--- config.mk ---
export PLATFORM = sky130hd
export DESIGN_NAME = lcc_config_regs
export DESIGN_NICKNAME = d
export VERILOG_FILES = /design/src/lcc_pkg.sv /design/src/lcc_config_regs.sv /design/src/lcc_reg_cell.sv
export SDC_FILE = /design/constraint.sdc
export NUM_CORES = 1
export LEC_CHECK = 0
export ABC_CLOCK_PERIOD_IN_PS = 5850
export CAP_MARGIN = 20
export CORE_ASPECT_RATIO = 0.75
export CORE_MARGIN = 3
export CORE_UTILIZATION = 45
export CTS_CLUSTER_DIAMETER = 50
export DETAILED_ROUTE_END_ITERATION = 6
export DONT_BUFFER_PORTS = 1
export GPL_ROUTABILITY_DRIVEN = 1
export PLACE_DENSITY_LB_ADDON = 0.2
export SLEW_MARGIN = 20
export SYNTH_ARGS = -nofsm -noshare
export SYNTH_HDL_FRONTEND = slang
export SYNTH_SLANG_ARGS = --single-unit
--- constraint.sdc ---
create_clock -name sys_clk_i -period 5.85 [get_ports sys_clk_i]
set_clock_uncertainty 0.2 [all_clocks]
set_input_delay 0.2925 -clock sys_clk_i [delete_from_list [all_inputs] [get_ports sys_clk_i]]
set_output_delay 0.2925 -clock sys_clk_i [all_outputs]
set_load 0.02 [all_outputs]
--- src/lcc_pkg.sv ---
package lcc_pkg;

  // ==========================================================
  // register map
  localparam int       LCC_NUM_REGS = 8;
  localparam int       LCC_AW       = 8;
  localparam int       LCC_DW       = 8;

  localparam int       LCC_IDX_EQ       = 0;
  localparam int       LCC_IDX_A_SW1    = 1;
  localparam int       LCC_IDX_A_SW2    = 2;
  localparam int       LCC_IDX_IDLE_THR = 3;
  localparam int       LCC_IDX_B_IDLE   = 4;
  localparam int       LCC_IDX_B_SW1    = 5;
  localparam int       LCC_IDX_B_SW2    = 6;
  localparam int       LCC_IDX_TRIM     = 7;

  localparam logic [7:0] LCC_OFFSET [LCC_NUM_REGS] = '{
    8'h3A, 8'h3B, 8'h3C, 8'h3D, 8'h40, 8'h42, 8'h43, 8'h47
  };
  localparam logic [7:0] LCC_RESET [LCC_NUM_REGS] = '{
    8'h20, 8'h03, 8'h03, 8'h00, 8'h00, 8'h03, 8'h03, 8'h02
  };
  // implemented bits; reserved bits are not stored and read zero
  localparam logic [7:0] LCC_MASK [LCC_NUM_REGS] = '{
    8'h3F, 8'h7F, 8'hFF, 8'h0F, 8'h30, 8'h7F, 8'hFF, 8'h03
  };

  // ==========================================================
  // field positions
  localparam int       LCC_EQ_EN_BIT      = 5;
  localparam int       LCC_EQ_GAIN_LSB    = 3;
  localparam int       LCC_EQ_BOOST_LSB   = 0;
  localparam int       LCC_IDLE_AUTO_BIT  = 5;
  localparam int       LCC_IDLE_SEL_BIT   = 4;
  localparam int       LCC_THR_DEASRT_LSB = 2;
  localparam int       LCC_THR_ASRT_LSB   = 0;

  // ==========================================================
  // equalizer code table, lowest to highest boost
  localparam int       LCC_EQ_NUM_CODES = 8;
  localparam logic [5:0] LCC_EQ_CODES [LCC_EQ_NUM_CODES] = '{
    6'h20, 6'h2A, 6'h30, 6'h32, 6'h35, 6'h37, 6'h3B, 6'h3D
  };
  localparam logic [3:0] LCC_EQ_RANK_NONE = 4'hF;

  // ==========================================================
  // swing trim codes
  typedef enum logic [1:0] {
    LCC_TRIM_MINUS_25   = 2'h0,
    LCC_TRIM_MINUS_12P5 = 2'h1,
    LCC_TRIM_NOMINAL    = 2'h2,
    LCC_TRIM_PLUS_12P5  = 2'h3
  } lcc_trim_t;

endpackage

--- src/lcc_config_regs.sv ---
// Operation
// RQ1 - the lane registers are read and written by the management host.
// RQ2 - the equalizer field has an enable bit, a gain stage and a boost.
// RQ3 - the equalizer field resets to bypass, code 20 hex.
// RQ4 - known equalizer codes 2A..3D hex map to rising boost ranks.
// RQ5 - primary swing is bits 6:0, 03 hex default low, 07 hex high.
// RQ6 - each output lane has an eight-bit secondary swing register.
// RQ7 - idle threshold holds de-assert in bits 3:2 and assert in 1:0.
// RQ8 - threshold codes rise with value, 00 default lowest pair.
// RQ9 - idle-auto set means automatic idle detection drives muting.
// RQ10 - without auto, select 0 keeps output on, 1 mutes it.
// RQ11 - a global two-bit swing trim, 10 default meaning no change.
// RQ12 - the host writes zero to reserved bits and relies on none.
`timescale 1ns/1ps
module lcc_config_regs (
  input  wire logic                       sys_clk_i,
  input  wire logic                       reset_i,
  input  wire logic [lcc_pkg::LCC_AW-1:0] reg_addr_i,
  input  wire logic [lcc_pkg::LCC_DW-1:0] reg_wdata_i,
  input  wire logic                       reg_wr_i,
  input  wire logic                       reg_rd_i,
  input  wire logic                       idle_detect_i,
  output logic      [lcc_pkg::LCC_DW-1:0] reg_rdata_o,
  output logic                            reg_rvalid_o,
  output logic                            reg_hit_o,
  output logic                            eq_enable_o,
  output logic      [1:0]                 eq_gain_stage_o,
  output logic      [2:0]                 eq_boost_o,
  output logic      [3:0]                 eq_rank_o,
  output logic      [6:0]                 a_swing_primary_o,
  output logic      [7:0]                 a_swing_secondary_o,
  output logic      [6:0]                 b_swing_primary_o,
  output logic      [7:0]                 b_swing_secondary_o,
  output logic                            b_mute_o,
  output logic                            b_signal_detect_en_o,
  output logic      [1:0]                 idle_deassert_thr_o,
  output logic      [1:0]                 idle_assert_thr_o,
  output lcc_pkg::lcc_trim_t              swing_trim_o
);
  import lcc_pkg::*;

  // ==========================================================
  // address decode
  function automatic logic [3:0] lcc_decode(input logic [7:0] addr);
    logic [3:0] res;
    res = 4'h0;
    for (int i = 0; i < LCC_NUM_REGS; i++) begin
      if (addr == LCC_OFFSET[i]) begin
        res = {1'b1, i[2:0]};
      end
    end
    return res;
  endfunction

  function automatic logic [3:0] lcc_eq_rank(input logic [5:0] code);
    logic [3:0] rank;
    rank = LCC_EQ_RANK_NONE;
    for (int i = 0; i < LCC_EQ_NUM_CODES; i++) begin
      if (code == LCC_EQ_CODES[i]) begin
        rank = i[3:0];
      end
    end
    return rank;
  endfunction

  logic [3:0] wr_dec;
  logic [3:0] rd_dec;
  logic [7:0] regs [LCC_NUM_REGS];
  logic [LCC_NUM_REGS-1:0] wr_sel;

  assign wr_dec = lcc_decode(reg_addr_i);
  assign rd_dec = lcc_decode(reg_addr_i);

  // ==========================================================
  // register storage
  for (genvar g = 0; g < LCC_NUM_REGS; g++) begin : g_reg
    assign wr_sel[g] = reg_wr_i && wr_dec[3] &&
                       (wr_dec[2:0] == 3'(g)); // [RQ1]
    lcc_reg_cell #(
      .RESET_VAL (LCC_RESET[g]), // [RQ3]
      .MASK      (LCC_MASK[g])   // [RQ12]
    ) u_cell (
      .sys_clk_i (sys_clk_i),
      .reset_i   (reset_i),
      .wr_en_i   (wr_sel[g]),
      .wdata_i   (reg_wdata_i),
      .q_o       (regs[g])
    );
  end

  // ==========================================================
  // read port
  logic [7:0] next_rdata;
  logic       next_rvalid;
  logic       next_hit;

  // unmapped reads answer zero
  always_comb begin
    next_rdata  = 8'h00;
    next_rvalid = reg_rd_i;
    next_hit    = reg_hit_o;
    if (reg_rd_i) begin
      next_hit = rd_dec[3];
      if (rd_dec[3]) begin
        next_rdata = regs[rd_dec[2:0]]; // [RQ1]
      end
    end else if (reg_wr_i) begin
      next_hit = wr_dec[3];
    end
  end

  always_ff @(posedge sys_clk_i) begin
    if (reset_i) begin
      reg_rdata_o  <= 8'h00;
      reg_rvalid_o <= 1'b0;
      reg_hit_o    <= 1'b0;
    end else begin
      reg_rdata_o  <= next_rdata;
      reg_rvalid_o <= next_rvalid;
      reg_hit_o    <= next_hit;
    end
  end

  // ==========================================================
  // idle detector synchroniser
  logic idle_meta;
  logic idle_sync;
  logic next_idle_meta;
  logic next_idle_sync;

  // only the second stage reads the first
  always_comb begin
    next_idle_meta = idle_detect_i;
    next_idle_sync = idle_meta;
  end

  always_ff @(posedge sys_clk_i) begin
    if (reset_i) begin
      idle_meta <= 1'b0;
      idle_sync <= 1'b0;
    end else begin
      idle_meta <= next_idle_meta;
      idle_sync <= next_idle_sync;
    end
  end

  // ==========================================================
  // decoded conditioning settings
  logic       next_eq_en;
  logic [1:0] next_gain;
  logic [2:0] next_boost;
  logic [3:0] next_rank;
  logic [6:0] next_a_sw1;
  logic [7:0] next_a_sw2;
  logic [6:0] next_b_sw1;
  logic [7:0] next_b_sw2;
  logic       next_mute;
  logic       next_signal_detect_en;
  logic [1:0] next_deassert;
  logic [1:0] next_assert;
  lcc_trim_t  next_trim;
  logic [7:0] eq_reg;
  logic [7:0] idle_reg;
  logic [7:0] thr_reg;

  always_comb begin
    eq_reg        = regs[LCC_IDX_EQ];
    idle_reg      = regs[LCC_IDX_B_IDLE];
    thr_reg       = regs[LCC_IDX_IDLE_THR];
    next_eq_en    = eq_reg[LCC_EQ_EN_BIT];                     // [RQ2]
    next_gain     = eq_reg[LCC_EQ_GAIN_LSB +: 2];              // [RQ2]
    next_boost    = eq_reg[LCC_EQ_BOOST_LSB +: 3];             // [RQ2]
    next_rank     = lcc_eq_rank(eq_reg[5:0]);                  // [RQ4]
    next_a_sw1    = regs[LCC_IDX_A_SW1][6:0];                  // [RQ5]
    next_a_sw2    = regs[LCC_IDX_A_SW2];                       // [RQ6]
    next_b_sw1    = regs[LCC_IDX_B_SW1][6:0];                  // [RQ5]
    next_b_sw2    = regs[LCC_IDX_B_SW2];                       // [RQ6]
    next_deassert = thr_reg[LCC_THR_DEASRT_LSB +: 2];          // [RQ7]
    next_assert   = thr_reg[LCC_THR_ASRT_LSB +: 2];            // [RQ8]
    next_trim     = lcc_trim_t'(regs[LCC_IDX_TRIM][1:0]);      // [RQ11]
    if (idle_reg[LCC_IDLE_AUTO_BIT]) begin
      next_mute             = idle_sync;                     // [RQ9]
      next_signal_detect_en = 1'b1;
    end else begin
      next_mute             = idle_reg[LCC_IDLE_SEL_BIT];    // [RQ10]
      next_signal_detect_en = 1'b0;
    end
  end

  always_ff @(posedge sys_clk_i) begin
    if (reset_i) begin
      eq_enable_o          <= LCC_RESET[LCC_IDX_EQ][LCC_EQ_EN_BIT];
      eq_gain_stage_o      <= LCC_RESET[LCC_IDX_EQ][LCC_EQ_GAIN_LSB +: 2];
      eq_boost_o           <= LCC_RESET[LCC_IDX_EQ][LCC_EQ_BOOST_LSB +: 3];
      eq_rank_o            <= 4'h0;
      a_swing_primary_o    <= LCC_RESET[LCC_IDX_A_SW1][6:0];
      a_swing_secondary_o  <= LCC_RESET[LCC_IDX_A_SW2];
      b_swing_primary_o    <= LCC_RESET[LCC_IDX_B_SW1][6:0];
      b_swing_secondary_o  <= LCC_RESET[LCC_IDX_B_SW2];
      b_mute_o             <= 1'b0;
      b_signal_detect_en_o <= 1'b0;
      idle_deassert_thr_o  <= 2'h0;
      idle_assert_thr_o    <= 2'h0;
      swing_trim_o         <= LCC_TRIM_NOMINAL;
    end else begin
      eq_enable_o          <= next_eq_en;
      eq_gain_stage_o      <= next_gain;
      eq_boost_o           <= next_boost;
      eq_rank_o            <= next_rank;
      a_swing_primary_o    <= next_a_sw1;
      a_swing_secondary_o  <= next_a_sw2;
      b_swing_primary_o    <= next_b_sw1;
      b_swing_secondary_o  <= next_b_sw2;
      b_mute_o             <= next_mute;
      b_signal_detect_en_o <= next_signal_detect_en;
      idle_deassert_thr_o  <= next_deassert;
      idle_assert_thr_o    <= next_assert;
      swing_trim_o         <= next_trim;
    end
  end

endmodule

--- src/lcc_reg_cell.sv ---
`timescale 1ns/1ps
module lcc_reg_cell #(
  parameter logic [7:0] RESET_VAL = 8'h00,
  parameter logic [7:0] MASK      = 8'hFF
) (
  input  wire logic       sys_clk_i,
  input  wire logic       reset_i,
  input  wire logic       wr_en_i,
  input  wire logic [7:0] wdata_i,
  output logic      [7:0] q_o
);

  logic [7:0] next_q;

  // ==========================================================
  // storage
  always_comb begin
    next_q = q_o;
    if (wr_en_i) begin
      next_q = wdata_i & MASK;
    end
  end

  always_ff @(posedge sys_clk_i) begin
    if (reset_i) begin
      q_o <= RESET_VAL & MASK;
    end else begin
      q_o <= next_q;
    end
  end

endmodule

==> results.toml <==
[placement]
routabilityCongestion = 0.850
place_inst = 476
port_buffers = 0
hpwl_mm = 5.96

[logic_synthesis]
netlist_area_mm2 = 0.00396
synthCells = 395
yosys_warnings = 0
synth_edf_count = 0
syn-num-nets = 416
yosysUniqueCellTypes = 54
synth_top_cell_by_area = "dfxtp_1"
async_flop_share_pct = 0
synthTopCellsByArea = "dfxtp_1 53%, mux2i_1 8.1%, nor2b_1 6.3%"
seq_area_frac_synth_pct = 52.6
avgSynthCellArea_um2 = 10.0
synth-seq-cells = 104
synth_flop_cell = "dfxtp_1"
synth_top_area_share_pct = 52.6

[power_and_ir_drop]
p_seq_share_pct = 53.1
p_clk_share_pct = 43.6
ir_drop_uv = 233
net-switching-power_w = 0.000275
intPower_w = 0.00107
powerDensity_mw_per_mm2 = 304
p_leak_nw = 1.61
p_comb_share_pct = 3.3
swShare_pct = 20.5

[clock_tree]
cts_buffers = 9
htreeDepth = 3
cts_tree = "done"
clkTransAtPathRegs_ns = 0.07
cts_resized = 0
cts-root-buf = "clkbuf_16"
insertion_delay_ns = 0.34
cts_sinks = 104
max-clock-path-buffers = 2

[timing]
hold_viol = 0
tightest_slew_ns = 0.944
max_slew_margin_pct = 36.6
slew_viol_final = 0
fin_setup_tns_ns = 0
clock.fmax_mhz = 400
period_share_pct = 42.7
layout_min_cycle_time_ns = 2.50
setup_violations = 0
rsz0062_at_grt = "false"

[global_routing]
grt_pass1_vias = 2700
grt_start_max_net_pins = 95
grt_antenna_before_repair = 0
grt_util_all_layers_pct = 18.7
grt_pass1_wl_mm = 14.4
overflow = 0

[setup_path]
required_ns = 5.88
critPathLaunchType = "input port"
arrival_ns = 2.53
critPathKind = "in2reg"
ff2ff_setup_slack_ns = 4.44
cp-end-kind = "register"
cp_max_fo = 13
crit_start = "reg_addr_i[5]"
reg2reg_from = "g_reg[0].u_cell.q_o[0]$_SDFFE_PP0P_"

[min_path]
min_path_type = "in2reg"
min_from = "reg_addr_i[7]"

[floorplanning]
core_mm2 = 0.00823
die_w_um = 114
start_util_pct = 48.1
dieArea_mm2 = 0.00997
pin_count = 79
rows = 28
die_h_um = 87.2

[layout]
area_growth_pct = 11.6
layout_commonest_cell = "dfxtp_1"
final_cell_mix = "104 x dfxtp_1, 40 x nor2b_1, 40 x nor2_1"
fin_cells = 503
diodes = 0
final_nets = 415
drive_gt1_share_pct = 8.79

[drt]
first_pass_iters = 4
viasPerCell = 5.63
drtAntennaViolNets = 0
routed-via-count = 2833
routedWlPerCell_um = 17.9
drc = 0
drtIter0Drc = 197
wl_mm = 9.02

[run]
maxCapViolCount = 0

[status]
outcome = "finished clean"
cells in the mapped netlist (2+ instances only):
library cell  instances
o21ai_0               6
clkbuf_1             17
mux2i_1              32
nor2_1               40
a22o_1                2
a221o_1               3
nor3b_1               2
nor3_1                6
nor2b_1              40
nor4b_2               2
a2bb2oi_1             2
a22oi_1               2
nand2b_1              8
a32o_1                3
nor4b_1               2
a31oi_1               2
a21oi_1              20
o21a_1                4
or2_2                11
inv_1                 6
or3_1                 2
a211o_1               6
nand3_1               9
buf_2                 6
dfxtp_1             104
a211oi_1              9
nand2_1              19
nand4_1               2
xnor2_1               2
and3_1                2
critical path, stage by stage:
cell	delay (ns)
or4b_1	0.66
nor4_4	0.87
o211ai_4	0.33
a211o_1	0.37
power groups by stage:
stage,clock [W],combinational [W],sequential (W)
global route,0.000629,0.0000480,0.000713
CTS,0.000603,0.0000438,0.000713
global placement,0,0.0000217,0.000729
finish,0.000585,0.0000442,0.000713
detailed placement,0,0.0000219,0.000729
floorplan,0,0.0000312,0.000729
state kept, by name (all words and copies together), names as in the netlist, 2 cells and up:
register,flops
g.u_cell.q_o,44
a_swing_secondary_o,8
b_swing_secondary_o,8
reg_rdata_o,8
a_swing_primary_o,7
b_swing_primary_o,7
eq_rank_o,4
eq_boost_o,3
eq_gain_stage_o,2
idle_assert_thr_o,2
idle_deassert_thr_o,2
swing_trim_o,2
what timing repair did:
action                                 4_1_cts  5_1_grt
endpoints found under the hold margin       96        0
setup endpoints to repair                    0        0
buffers inserted                             0        0
hold buffers                                12        0
logic make-up after synthesis:
kind of cell | count (synthesis) | synth area share (%)
and+or+nand+nor | 155 | 22.0
DFF | 104 | 52.6
AOI/OAI and AO/OA | 70 | 13.1
muxes | 34 | 8.66
buffers and inverters | 30 | 3.22
xor gates and xnor gates | 2 | 0.442
path summary, 6_finish.rpt:
check / endpoint / cells past startpoint
setup reg to reg: eq_rank_o[2]$_SDFF_PP0_ / 3
setup / recovery: g_reg[6].u_cell.q_o[0]$_SDFFE_PP1P_ / 4
hold reg to reg: idle_sync$_SDFF_PP0_ / 1
hold / removal: g_reg[0].u_cell.q_o[1]$_SDFFE_PP0P_ / 3
cell type report:
class	count	area, um^2
fill	722	3810
timing repair buffer	12	138
inverter	6	22.5
sequential	104	2080
clock inverter	5	57.6
clock buffer	10	239
tap	105	131
multi-input combinational	261	1750
through the flow:
step                      hold slack, ns  util, %  setup WS, ns  instance area (um^2)  total power (W)
after floorplan                    0.176        -          3.45                  3960         0.000760
after global placement             0.168     48.4          3.07                  3990         0.000751
after detailed placement           0.174     48.4          2.99                  3990         0.000751
after CTS                        0.00457     53.7          3.35                  4420          0.00136
after global routing              0.0172     53.7          3.24                  4420          0.00139
final                             0.0200     53.7          3.35                  4420          0.00134
per-layer routing:
metal / GRT usage (%) / wire [um] / part of all wire (%) / vias to the layer above
met5: 0 / 0 / 0 / -
met4: 5.61 / 89 / 0.99 / 0
met3: 6.74 / 913 / 10 / 8
met2: 25.9 / 3720 / 41 / 117
met1: 27.2 / 4290 / 48 / 1328
li1: - / - / - / 1380
Note: power is estimated with default switching activity, not from simulation.
